$ cat config.mk
export PLATFORM = sky130hd
export DESIGN_NAME = swt_ctrl
export DESIGN_NICKNAME = d
export VERILOG_FILES = /design/src/pkg/swt_pkg.sv /design/src/swt_ctrl.sv
export VERILOG_INCLUDE_DIRS = /design/src /design/src/pkg
export SDC_FILE = /design/constraint.sdc
export NUM_CORES = 1
export LEC_CHECK = 0
export ABC_AREA = 1
export BUFFER_PORTS_ARGS = -buffer_cell sky130_fd_sc_hd__buf_2
export CAP_MARGIN = 25
export CELL_PAD_IN_SITES_DETAIL_PLACEMENT = 2
export CELL_PAD_IN_SITES_GLOBAL_PLACEMENT = 2
export CORE_UTILIZATION = 37
export DETAILED_ROUTE_END_ITERATION = 8
export PLACE_DENSITY_LB_ADDON = 0.12
export SLEW_MARGIN = 10
export SYNTH_ARGS = -nofsm -noshare
export SYNTH_HDL_FRONTEND = slang
export SYNTH_SLANG_ARGS = --single-unit
$ cat constraint.sdc
create_clock -name core_clk_i -period 3.4 [get_ports core_clk_i]
set_input_delay 0.51 -clock core_clk_i [delete_from_list [all_inputs] [get_ports core_clk_i]]
set_output_delay 0.51 -clock core_clk_i [all_outputs]
set_load 0.02 [all_outputs]
$ cat src/pkg/swt_regs.svh
/*
  Register offsets, field positions, reset values and wait counts
  of the standby wake timer controller.
  Assumes a 4-bit word address and 16-bit data on the register port.
*/
`ifndef SWT_REGS_SVH
`define SWT_REGS_SVH

// Word addresses on the plain register port
`define SWT_CTRL_ADDR   4'h0
`define SWT_STAT_ADDR   4'h1
`define SWT_MASK_ADDR   4'h2

// Standby control reset value and writable bits (13 and 6..0 read 0)
`define SWT_CTRL_RST    16'h4F00
`define SWT_CTRL_WMASK  16'hDF80

// Event bit positions in status and mask
`define SWT_EV_EXC      0
`define SWT_EV_STBY     1
`define SWT_EV_WAKE     2
`define SWT_EV_MASK     16'h0007

// Wait select codes
`define SWT_CODE_64     5'h05
`define SWT_CODE_512    5'h06
`define SWT_CODE_1K     5'h07
`define SWT_CODE_2K     5'h08
`define SWT_CODE_4K     5'h09
`define SWT_CODE_16K    5'h0A
`define SWT_CODE_32K    5'h0B
`define SWT_CODE_64K    5'h0C
`define SWT_CODE_128K   5'h0D
`define SWT_CODE_256K   5'h0E
`define SWT_CODE_512K   5'h0F

// Wait lengths in peripheral clock states
`define SWT_CNT_64      20'h00040
`define SWT_CNT_512     20'h00200
`define SWT_CNT_1K      20'h00400
`define SWT_CNT_2K      20'h00800
`define SWT_CNT_4K      20'h01000
`define SWT_CNT_16K     20'h04000
`define SWT_CNT_32K     20'h08000
`define SWT_CNT_64K     20'h10000
`define SWT_CNT_128K    20'h20000
`define SWT_CNT_256K    20'h40000
`define SWT_CNT_512K    20'h80000

`endif

$ cat src/pkg/swt_pkg.sv
/*
  Types of the standby wake timer controller.
  Assumes the offsets and counts come from swt_regs.svh.
*/
`default_nettype none
package swt_pkg;

  // Standby control register layout
  typedef struct packed {
    logic       deep_standby_select;
    logic       port_keep;
    logic       rsv13;
    logic [4:0] wait_select;
    logic       sleep_exception_enable;
    logic [6:0] rsv_low;
  } swt_ctrl_t;

  // Power state of the device
  typedef enum logic [1:0] {
    SWT_RUN,
    SWT_SLEEP,
    SWT_STANDBY,
    SWT_SETTLE
  } swt_state_t;

endpackage
`default_nettype wire

$ cat src/swt_ctrl.sv
/*
  Standby wake timer controller: standby control register, SLEEP
  dispatch, oscillator settling counter and event interrupt.
  Assumes sleep_req_i is a one-cycle pulse per SLEEP instruction and
  that all inputs are synchronous to core_clk_i.
*/
// The implementer's own choices: the placing of the registers and strobed register access.
`include "swt_regs.svh"
`timescale 1ns/1ps
`default_nettype none

module swt_ctrl #(
  parameter int PCLK_DIV  = 1,
  parameter int WAIT_16K  = 16384,
  parameter int WAIT_32K  = 32768,
  parameter int WAIT_64K  = 65536,
  parameter int WAIT_128K = 131072,
  parameter int WAIT_256K = 262144,
  parameter int WAIT_512K = 524288
) (
  input  wire logic        core_clk_i,
  input  wire logic        rst_i,
  input  wire logic [3:0]  addr_i,
  input  wire logic [15:0] wdata_i,
  input  wire logic        wr_i,
  input  wire logic        rd_i,
  output logic      [15:0] rdata_o,
  input  wire logic        sleep_req_i,
  input  wire logic        ext_irq_i,
  input  wire logic        wake_irq_i,
  output logic             sleep_mode_o,
  output logic             standby_mode_o,
  output logic             settle_o,
  output logic             sleep_exc_o,
  output logic             irq_o
);

  // Refuse dividers the 8-bit prescaler cannot hold
  if (PCLK_DIV < 1 || PCLK_DIV > 256) begin : g_bad_div
    $error("PCLK_DIV must lie in 1..256");
  end
  // Long waits must fit the 20-bit counter
  if (WAIT_512K < 1 || WAIT_512K > 1048575) begin : g_bad_wait
    $error("WAIT_512K must lie in 1..1048575");
  end
  // A zero wait would wrap the counter and hold the core in settling for
  // a million ticks, so every shortened wait must be loadable as well
  if (WAIT_16K < 1 || WAIT_16K > 1048575
      || WAIT_32K < 1 || WAIT_32K > 1048575
      || WAIT_64K < 1 || WAIT_64K > 1048575
      || WAIT_128K < 1 || WAIT_128K > 1048575
      || WAIT_256K < 1 || WAIT_256K > 1048575) begin : g_bad_short
    $error("shortened waits must lie in 1..1048575");
  end

  swt_pkg::swt_ctrl_t  ctrl;
  swt_pkg::swt_state_t state;
  logic [15:0] status;
  logic [15:0] mask;
  logic [19:0] wait_cnt;
  logic [7:0]  div_cnt;
  logic        pclk_en;
  logic        wr_ctrl;
  logic        wr_stat;
  logic        wr_mask;
  logic [15:0] ev_set;
  logic        go_exc;
  logic        go_sleep;
  logic        go_stby;
  logic        wake_ext;
  logic        settle_last;

  // Selected wait length; reserved codes fall back to the 64-state wait
  function automatic logic [19:0] wait_len(input logic [4:0] code);
    logic [19:0] n;
    n = `SWT_CNT_64;
    case (code)
      `SWT_CODE_512:  n = `SWT_CNT_512;
      `SWT_CODE_1K:   n = `SWT_CNT_1K;
      `SWT_CODE_2K:   n = `SWT_CNT_2K;
      `SWT_CODE_4K:   n = `SWT_CNT_4K;
      `SWT_CODE_16K:  n = WAIT_16K[19:0];
      `SWT_CODE_32K:  n = WAIT_32K[19:0];
      `SWT_CODE_64K:  n = WAIT_64K[19:0];
      `SWT_CODE_128K: n = WAIT_128K[19:0];
      `SWT_CODE_256K: n = WAIT_256K[19:0];
      `SWT_CODE_512K: n = WAIT_512K[19:0];
      default:        n = `SWT_CNT_64;
    endcase
    return n;
  endfunction

  // Address decode of the one-cycle strobes
  assign wr_ctrl = wr_i && (addr_i == `SWT_CTRL_ADDR);
  assign wr_stat = wr_i && (addr_i == `SWT_STAT_ADDR);
  assign wr_mask = wr_i && (addr_i == `SWT_MASK_ADDR);

  // SLEEP dispatch decisions, only taken while running
  assign go_exc   = (state == swt_pkg::SWT_RUN) && sleep_req_i
                    && ctrl.sleep_exception_enable;
  assign go_sleep = (state == swt_pkg::SWT_RUN) && sleep_req_i
                    && !ctrl.sleep_exception_enable
                    && !ctrl.deep_standby_select;
  assign go_stby  = (state == swt_pkg::SWT_RUN) && sleep_req_i
                    && !ctrl.sleep_exception_enable
                    && ctrl.deep_standby_select;
  assign wake_ext = (state == swt_pkg::SWT_STANDBY) && ext_irq_i;
  assign settle_last = (state == swt_pkg::SWT_SETTLE) && pclk_en
                       && (wait_cnt == 20'h00001);

  // Peripheral clock enable; default divide by one ticks every cycle
  always_ff @(posedge core_clk_i or posedge rst_i) begin
    if (rst_i) begin
      div_cnt <= 8'h00;
    end else if (div_cnt == 8'(PCLK_DIV - 1)) begin
      div_cnt <= 8'h00;
    end else begin
      div_cnt <= div_cnt + 8'h01;
    end
  end
  assign pclk_en = (div_cnt == 8'(PCLK_DIV - 1));

  // Standby control register; reserved bits never store a one
  always_ff @(posedge core_clk_i or posedge rst_i) begin
    if (rst_i) begin
      ctrl <= swt_pkg::swt_ctrl_t'(`SWT_CTRL_RST);
    end else if (wr_ctrl) begin
      ctrl <= swt_pkg::swt_ctrl_t'(wdata_i & `SWT_CTRL_WMASK);
    end
  end

  // Power state machine
  always_ff @(posedge core_clk_i or posedge rst_i) begin
    if (rst_i) begin
      state <= swt_pkg::SWT_RUN;
    end else begin
      case (state)
        swt_pkg::SWT_RUN: begin
          if (go_sleep) begin
            state <= swt_pkg::SWT_SLEEP;
          end else if (go_stby) begin
            state <= swt_pkg::SWT_STANDBY;
          end
        end
        swt_pkg::SWT_SLEEP: begin
          if (wake_irq_i || ext_irq_i) begin
            state <= swt_pkg::SWT_RUN;
          end
        end
        swt_pkg::SWT_STANDBY: begin
          if (ext_irq_i) begin
            state <= swt_pkg::SWT_SETTLE;
          end
        end
        swt_pkg::SWT_SETTLE: begin
          if (settle_last) begin
            state <= swt_pkg::SWT_RUN;
          end
        end
        default: state <= swt_pkg::SWT_RUN;
      endcase
    end
  end

  // Settling counter: loaded on wake, one step per peripheral tick
  always_ff @(posedge core_clk_i or posedge rst_i) begin
    if (rst_i) begin
      wait_cnt <= 20'h00000;
    end else if (wake_ext) begin
      wait_cnt <= wait_len(ctrl.wait_select);
    end else if (state == swt_pkg::SWT_SETTLE && pclk_en) begin
      wait_cnt <= wait_cnt - 20'h00001;
    end
  end

  // Exception request pulse, one cycle per SLEEP taken as exception
  always_ff @(posedge core_clk_i or posedge rst_i) begin
    if (rst_i) begin
      sleep_exc_o <= 1'b0;
    end else begin
      sleep_exc_o <= go_exc;
    end
  end

  // Sticky events; a new event wins over a clear in the same cycle
  always_comb begin
    ev_set = 16'h0000;
    ev_set[`SWT_EV_EXC]  = go_exc;
    ev_set[`SWT_EV_STBY] = go_stby;
    ev_set[`SWT_EV_WAKE] = settle_last;
  end

  always_ff @(posedge core_clk_i or posedge rst_i) begin
    if (rst_i) begin
      status <= 16'h0000;
    end else if (wr_stat) begin
      status <= (status & ~wdata_i) | ev_set;
    end else begin
      status <= status | ev_set;
    end
  end

  // Interrupt mask, same layout as status
  always_ff @(posedge core_clk_i or posedge rst_i) begin
    if (rst_i) begin
      mask <= 16'h0000;
    end else if (wr_mask) begin
      mask <= wdata_i & `SWT_EV_MASK;
    end
  end

  // Read data stand only in the cycle after the strobe
  always_ff @(posedge core_clk_i or posedge rst_i) begin
    if (rst_i) begin
      rdata_o <= 16'h0000;
    end else if (!rd_i) begin
      rdata_o <= 16'h0000;
    end else if (addr_i == `SWT_CTRL_ADDR) begin
      rdata_o <= 16'(ctrl) & `SWT_CTRL_WMASK;
    end else if (addr_i == `SWT_STAT_ADDR) begin
      rdata_o <= status;
    end else if (addr_i == `SWT_MASK_ADDR) begin
      rdata_o <= mask;
    end else begin
      rdata_o <= 16'h0000;
    end
  end

  // Mode outputs decoded from the state register, interrupt from status and mask
  assign sleep_mode_o   = (state == swt_pkg::SWT_SLEEP);
  assign standby_mode_o = (state == swt_pkg::SWT_STANDBY);
  assign settle_o       = (state == swt_pkg::SWT_SETTLE);
  assign irq_o          = |(status & mask);
endmodule
`default_nettype wire

# Word-level counts from Yosys, hierarchy flattened
# Memory sizes are Yosys's and may differ from the RTL's.
# Index checks and enable logic that the tools add are counted.
[word_totals]
regBits = 74
latch_bits = 0
ram_bits = 0
mem_bits_ro = 176
input_bits = 27
elab_cells = 64
memories = 1
[op_classes]
addsub = 2
mul = 0
div_mod_pow = 0
n_lt_le_gt_ge = 0
eq_ne = 10
n_shift = 0
muxes = 15
bitwise = 5
n_reduce_logical = 20
[mem_list]
columns = ["memory", "words", "word_bits", "rd", "rd_clocked_by_memory_dff", "wr", "line", "source"]
rows = [
  ["(no name shown)", 16, 11, 1, 0, 0, "swt_ctrl.sv:77", "case (code)"],
]
[ops]
columns = ["operator", "n"]
rows = [
  ["$mux 16", 4],
  ["$mux 20", 3],
  ["$or 16x3->16", 2],
  ["$eq 20x1->1 const B", 1],
  ["$sub 20x1->20 const B", 1],
  ["$and 16x16->16", 1],
  ["$and 16x3->16", 1],
  ["$not 16->16", 1],
  ["$reduce_or 16->1", 1],
  ["$logic_and 1x1->1", 11],
  ["$mux 2", 5],
  ["$add 8x1->8 const B", 1],
  ["$logic_not 8->1", 1],
  ["$mux 8", 1],
  ["$pmux 2 s4", 1],
  ["$eq 2x2->1 const B", 2],
  ["$eq 4x1->1 const B", 1],
  ["$eq 4x2->1 const B", 1],
  ["$logic_not 4->1", 1],
  ["$ne 2x1->1 const B", 2],
  ["$reduce_and 4->1", 1],
  ["$mux 3", 1],
  ["$ne 3x3->1 const B", 1],
  ["$eq 2x1->1 const B", 1],
  ["other kinds (5)", 6],
]

# Logic depth before layout (Yosys ltp)
# Gate-level depths: netlist of the first run.
[logic_depth]
depth_word = 7
mapped_depth = 10
ltp_nobuf = 10

# Least setup slack after synthesis of the first run
# Ideal clock, no wire load.
[synth_path]
kind = "register to register"
start = "register div_cnt[0]"
end = "register state[1]"
t_arrival_ns = 1.426
t_required_ns = 3.283
setup_slack_ns = 1.857
stages_incl_launch_ff = 11
n_path_buf = 1
synth_period_minus_slack_ns = 1.543
cell_sequence = "dfrtp_1 inv_1 ha_1 inv_1 nor3_1 nand3_2 buf_6 o21bai_4 nand3_1 nand2_1 nand2_1"
[synth_between]
elab_chain_cells = 5
[synth_lines]
columns = ["element", "line", "source"]
rows = [
  ["start, declared", "swt_ctrl.sv:61", "logic [7:0] div_cnt;"],
  ["start signal, assigned", "swt_ctrl.sv:118", "div_cnt <= div_cnt + 8'h01;"],
  ["$logic_not 8->1", "swt_ctrl.sv:121", "assign pclk_en = (div_cnt == 8'(PCLK_DIV - 1));"],
  ["$logic_and 1x1->1", "swt_ctrl.sv:108", "assign settle_last = (state == swt_pkg::SWT_SETTLE) && pclk_en"],
  ["$logic_and 1x1->1", "swt_ctrl.sv:109", "&& (wait_cnt == 20'h00001);"],
  ["$ne 2x1->1 (no source line)", "-", ""],
  ["$reduce_and 4->1 (no source line)", "-", ""],
  ["end signal, assigned", "swt_ctrl.sv:135", "state <= swt_pkg::SWT_RUN;"],
  ["end signal, assigned", "swt_ctrl.sv:140", "state <= swt_pkg::SWT_SLEEP;"],
  ["end signal, assigned", "swt_ctrl.sv:142", "state <= swt_pkg::SWT_STANDBY;"],
  ["end, declared", "swt_ctrl.sv:57", "swt_pkg::swt_state_t state;"],
]
# No other way between the ends.
# A chain may end at the register's enable or synchronous reset.

# Final worst setup path of the first run
[layout_path]
start = "register div_cnt[0]"
end = "register wait_cnt[18]"
[layout_between]
elab_chain_cells = 3
[layout_lines]
columns = ["element", "line", "source"]
rows = [
  ["$logic_not 8->1", "swt_ctrl.sv:121", ""],
  ["$logic_and 1x1->1", "swt_ctrl.sv:171", "end else if (state == swt_pkg::SWT_SETTLE && pclk_en) begin"],
  ["$reduce_bool 2->1 (no source line)", "-", ""],
  ["end signal, assigned", "swt_ctrl.sv:170", "wait_cnt <= wait_len(ctrl.wait_select);"],
  ["end signal, assigned", "swt_ctrl.sv:172", "wait_cnt <= wait_cnt - 20'h00001;"],
  ["end, declared", "swt_ctrl.sv:60", "logic [19:0] wait_cnt;"],
]
# No other way between the ends.

==> results.cfg, run 1 <==
[synth]
syn_inst = 456
synth_largest_area_cell = dfrtp_1
synth_area_leaders = dfrtp_1 47%, nand2_1 9.6%, inv_1 7.4%
yosysSeqAreaShare = 0.504
synth_seq_cells = 74
synth_area_mm2 = 0.00369
synth_most_common_cell = nand2_1
synth.distinct_cells = 33
yosys_warnings = 0
syn_area_per_cell_um2 = 8.09
synthFlopType = dfrtp_1
syn_nets = 487
async_reset_ff_frac = 1.00
synth_edf_count = 0
synth.top_cell.area_share = 0.468
ys_top_cells_by_count = 94 x nand2_1, 73 x inv_1, 69 x dfrtp_1

[timing]
worstMarginPinSlew_ps = 696
post-route-period-util = 0.657
fin_skew_ps = 10.8
drv_slew = 0
fin_ws_ps = 1170
period_minus_slack_ps = 2230
tns_ps = 0
fmax_mhz = 448
setup_viol = 0
hold_viol_final = 0
max-slew-margin-rel = 0.535
grt_setup_unrepaired = false

[clock_tree]
clk_latency_ps = 370
cts_root_buffer = clkbuf_8
cts_made_buffers = 9
clock-sinks = 74
cts_resized = 0
ctsHoldBuffers = 0
cts_setup_buffers = 0
clk_path_buf_depth = 2
path_clk_slew_ps = 100
ctsHtreeMaxLevel = 3
cts_tree = built

[worst_setup_path]
rrSetupSlack_ps = 1170
worstSetupPathDepth = 9
slowest_stage = nand2_2
cp_data_required_time_ps = 3650
crit_path_cell_trace = inv_1, ha_1, inv_1, nor3_1, nand3_2, nand2_2, inv_1, a21oi_1, a21oi_1
critPathArrivalTime_ps = 2480
criticalPathCategory = reg -> reg
crit_family = simple AND/OR/NAND/NOR gates
path_buf_inv = 3
r2r_end = wait_cnt[18]$_DFFE_PP0P_
ff2ff_path_depth = 9
worstReg2RegStart = div_cnt[0]$_DFF_PP0_
start_kind = flip-flop
path_max_fanout = 18
cp_slowest_stage_delay_ps = 440
end_kind = flip-flop
critPathMostFrequentCell = inv_1

[global_route]
met3_usage = 0.0417
antenna_found_initial = 0
grtUsageTotal = 0.227
grt_pass1_vias = 3674
grt_max_degree = 33
use_met1 = 0.285
overflow = 0
grt_pass1_wl_um = 17900
top_usage_layer = met2
grt_use_met2 = 0.399

[power_and_ir_drop]
pwr-share-seq = 0.393
p_switching_mw = 1.34
irDropWorstVdd_mv = 0.293
clock_power_share = 0.242
leakagePower_nw = 2.27
powerDensity_mw_per_mm2 = 725
pwr-share-comb = 0.365
internal_power_mw = 1.76
swShare = 0.432

[final_layout]
drive_gt1_frac = 0.167
fill_cells = 1153
area_delta_synth_final_pct = 15.7
antennaDiodeCount = 0
fin_nets = 540
fin_cells = 647

[outcome]
outcome = finished, final reports clean

[place]
routabilityCongestion = 0.782
place_ws_ps = 1150
hpwlAfterDp_um = 7980
place_inst = 631
numPortBuffers = 47

[route]
routed_wirelength_um = 10700
drt_iter0_markers = 92
wl_per_cell_um = 16.5
viasPerCell = 5.03
first_pass_iters = 4
antenna_left = 0
drc = 0
num_vias = 3252

[die]
dieArea_mm2 = 0.0104
core_mm2 = 0.00973
rows = 36
initial_core_util = 0.379
die_h_um = 102
ios = 48
die_w_um = 102

[run]
maxCapViolations = 0

[worst_hold_path]
hold_path_class = in -> async
[flip-flops by register name (all words and copies together) (netlist names)]
register / count
state: 2
mask: 3
div_cnt: 8
sleep_exc_o: 1
rdata_o: 16
ctrl: 8
wait_cnt: 20
status: 16
[worst max path at each step]
| stage | start | to | slack (ps) |
|---|---|---|---|
| after global routing | div_cnt[0]$_DFF_PP0_ | wait_cnt[18]$_DFFE_PP0P_ | 890 |
| after detailed placement | div_cnt[0]$_DFF_PP0_ | wait_cnt[18]$_DFFE_PP0P_ | 1150 |
| after global placement | div_cnt[0]$_DFF_PP0_ | wait_cnt[19]$_DFFE_PP0P_ | 1240 |
| after CTS | div_cnt[0]$_DFF_PP0_ | wait_cnt[18]$_DFFE_PP0P_ | 1100 |
| after floorplan | rst_i | ctrl[12]$_DFFE_PP0P_ | 1020 |
| final | div_cnt[0]$_DFF_PP0_ | wait_cnt[18]$_DFFE_PP0P_ | 1170 |
[stage by stage]
step                      area [µm²]  total power [mW]  hold WS [ps]   util
after floorplan                 3690              2.03           442      -
after global placement          4060              2.31           459  0.417
after detailed placement        4060              2.37           470  0.417
after CTS                       4270              3.14           273  0.439
after global routing            4270              3.32           290  0.439
final                           4270              3.10           246  0.439
[power groups by stage]
stage          Combinational, mW  Sequential [mW]  Clock (mW)
6_report                    1.13             1.22       0.750
5_1_grt                     1.28             1.24       0.796
4_1_cts                     1.15             1.22       0.764
3_5_place_dp                1.14             1.24           0
3_3_place_gp                1.08             1.22           0
2_1_floorplan              0.833             1.19           0
[cells by family after synthesis]
logic type / after synthesis / share of synthesized area
AOI/OAI and AO/OA: 71 / 0.111
xor gates and xnor gates: 5 / 0.0119
adders and majority gates: 4 / 0.0136
buffers and inverters: 82 / 0.0899
DFF: 74 / 0.504
muxes: 3 / 0.00915
and+or+nand+nor: 217 / 0.261
[placed cells by master, fill, tap and decap left out, types with 2 or more instances in the layout]
cell type,n
buf_4,2
a22oi_1,3
xor2_1,5
mux2_2,3
a31oi_1,3
buf_2,47
o22ai_1,4
nor2_1,62
o21a_1,5
dfrtp_1,69
a21oi_1,25
nor2_8,2
o211ai_1,3
o21ai_1,2
ha_1,4
nand2_2,3
inv_8,2
nand4_1,13
o31ai_1,2
nor3_1,8
clkbuf_8,9
nand3_1,29
clkinv_4,2
nand2_1,94
dfstp_2,5
o21ai_0,23
inv_2,2
inv_1,72
[routing by layer]
metal / routed length [µm] / share of wire
met5: 0 / 0
met4: 110 / 0.010
met3: 298 / 0.028
met2: 5390 / 0.50
met1: 4890 / 0.46
[worst register-to-register path: cells and delay by family (launching register included)]
kind	cells	cell delay, ps
AND/OR/NAND/NOR	3	1020
flip-flops	1	410
buffers and inverters	3	310
AO/OA/AOI/OAI	2	240
adder cells (fa/ha/maj)	1	140
[final cells by class]
cell class / instances / area, µm² / share of cell area
tap: 133 / 166 / 0.0390
clock buffer: 9 / 124 / 0.0290
clock inverter: 7 / 86.3 / 0.0202
timing repair buffer: 49 / 250 / 0.0586
sequential: 74 / 1860 / 0.435
inverter: 75 / 284 / 0.0665
multi-input combinational: 300 / 1500 / 0.351
Power figures use the tool's default switching activity.
==> inputs of run 2 (changes only) <==
CORE_UTILIZATION = 31   (was 37)
clock period = 1.8 ns   (was 3.4 ns; I/O delays follow)
==> run 2 against run 1 <==
Compared with the run above:
- the flow now finishes with violations (DRC)
- register-to-register slack lost 1000 ps
- critical path depth is 1 higher
- sequential share of layout area decreased by 3.1 points
- fmax is 34% higher
- combinational power rose by 110%
- first-iteration DRC count shrank 4.3%
- worst hold slack got worse by 160 ps
- non-clock buffer count grew 17
- global-route usage shrank 2.7 points
- cell count up 4.2%
- worst setup slack lost 1000 ps
- count of clock-buffer cells in the layout unchanged
- critical path type unchanged
- largest cell class unchanged
- largest power group is now combinational logic
- highest routed layer unchanged
==> results.cfg, run 2 (synthesized netlist as in run 1, its figures left out) <==
[outcome]
violations = DRC
outcome = finished with violations

[route]
routed_wirelength_um = 11400
first_pass_iters = 6
antenna_left = 0
drt_iter0_markers = 88
wl_per_cell_um = 16.9
num_vias = 3308
drc = 2
viasPerCell = 4.91

[clock_tree]
cts_root_buffer = clkbuf_16
clock-sinks = 74
path_clk_slew_ps = 60
ctsHtreeMaxLevel = 3
clk_latency_ps = 350
clk_path_buf_depth = 2
cts_made_buffers = 9
cts_tree = built

[final_layout]
antennaDiodeCount = 0
final_cell_mix = 94 x nand2_1, 72 x inv_1, 69 x dfrtp_1, 60 x nor2_1, 47 x buf_2
fin_nets = 557
area_delta_synth_final_pct = 24.6
drive_gt1_frac = 0.203
reg.largest.list = wait_cnt (20), rdata_o (16), status (16)
postLayoutCoreUtil = 0.399
design_area_mm2 = 0.00460
largest_reg_flops = 20
top_register = wait_cnt
final_common_cell = nand2_1

[die]
ios = 48
rows = 39
dieArea_mm2 = 0.0123
die_h_um = 111
die_w_um = 111
core_mm2 = 0.0115
initial_core_util = 0.320

[power_and_ir_drop]
pwr-share-comb = 0.356
internal_power_mw = 3.90
swShare = 0.403
totalPowerFinal_mw = 6.54
powerDensity_mw_per_mm2 = 1420
leakagePower_nw = 2.43
pwr-share-seq = 0.353
irDropWorstVdd_mv = 0.600
p_switching_mw = 2.64
clock_power_share = 0.291

[worst_hold_path]
hold_depth = 2
hold_path_class = in -> reg
min_to = status[4]$_DFFE_PP0P_
worstHoldStart = wdata_i[4]

[worst_setup_path]
crit_family = simple AND/OR/NAND/NOR gates
rrSetupSlack_ps = 140
path_max_fanout = 7
path_buf_inv = 3
crit_path_cell_trace = inv_1, ha_1, inv_1, nor3_4, nand3_4, buf_6, o21bai_4, nand3_2, nand2_1, nand2_1
worstReg2RegStart = div_cnt[1]$_DFF_PP0_
cp_data_required_time_ps = 2030
critPathArrivalTime_ps = 1900
start_kind = flip-flop
end_kind = flip-flop
criticalPathCategory = reg -> reg
ff2ff_path_depth = 10
r2r_end = state[1]$_DFFE_PP0P_
cp_slowest_stage_delay_ps = 400
slowest_stage = dfrtp_1

[timing]
fmax_mhz = 601
drv_slew = 0
grt_setup_unrepaired = true
max-slew-margin-rel = 0.607
fin_skew_ps = 6.99
whs_ps = 90.0
hold_viol_final = 0
fin_ws_ps = 136
post-route-period-util = 0.925
period_minus_slack_ps = 1660
worstMarginPinSlew_ps = 589
setup_viol = 0

[global_route]
overflow = 0
grtUsageTotal = 0.200
grt_pass1_vias = 3762
antenna_found_initial = 0
grt_pass1_wl_um = 19000
grt_max_degree = 35

[place]
place_ws_ps = -47.7
hpwlAfterDp_um = 8510
dpl_cell_area_mm2 = 0.00422
numPortBuffers = 47
routabilityCongestion = 0.769

[run]
maxCapViolations = 0
run 2: how the worst max path moves through the flow:
stage,startpoint,end,slack (ps),depth (start not counted)
2_1_floorplan,div_cnt[0]$_DFF_PP0_,state[1]$_DFFE_PP0P_,260,10
3_3_place_gp,div_cnt[1]$_DFF_PP0_,state[1]$_DFFE_PP0P_,110,10
3_5_place_dp,div_cnt[1]$_DFF_PP0_,state[1]$_DFFE_PP0P_,-50,10
4_1_cts,div_cnt[1]$_DFF_PP0_,state[1]$_DFFE_PP0P_,30,10
5_1_grt,div_cnt[1]$_DFF_PP0_,wait_cnt[5]$_DFFE_PP0P_,-40,10
6_report,div_cnt[1]$_DFF_PP0_,state[1]$_DFFE_PP0P_,140,10
run 2: power by group through the flow:
stage	clock, mW	sequential, mW	combinational [mW]
after detailed placement	0	2.33	2.30
after global routing	2.03	2.35	2.65
after floorplan	0	2.26	1.57
after CTS	1.96	2.31	2.34
after global placement	0	2.31	2.21
final	1.90	2.31	2.32
run 2: timing repair:
| item | CTS | global route |
|---|---|---|
| hold buffers | 1 | 0 |
| hold endpoints to repair | 8 | 0 |
| gates resized for setup | 3 | 6 |
| pin swaps | 0 | 2 |
| endpoints found under the setup margin | 21 | 8 |
| setup buffers | 0 | 2 |
run 2: layout make-up:
cell class,count,area [µm²]
multi-input combinational,300,1540
inverter,75,288
sequential,74,1860
fill,1342,6920
tap,143,179
timing repair buffer,66,422
clock inverter,7,87.6
clock buffer,9,225
run 2: stage by stage:
| step | setup TNS [ps] | cells |
|---|---|---|
| finish | 0 | 674 |
| global route | -60.7 | 674 |
| CTS | 0 | 672 |
| detailed placement | -88.1 | 655 |
| global placement | 0 | 655 |
| floorplan | 0 | 456 |
run 2: metal layers:
| layer | global-route usage | wire length [µm] |
|---|---|---|
| met3 | 0.0306 | 244 |
| met1 | 0.247 | 5250 |
| met5 | 0 | 0 |
| met2 | 0.350 | 5720 |
| met4 | 0.0784 | 185 |
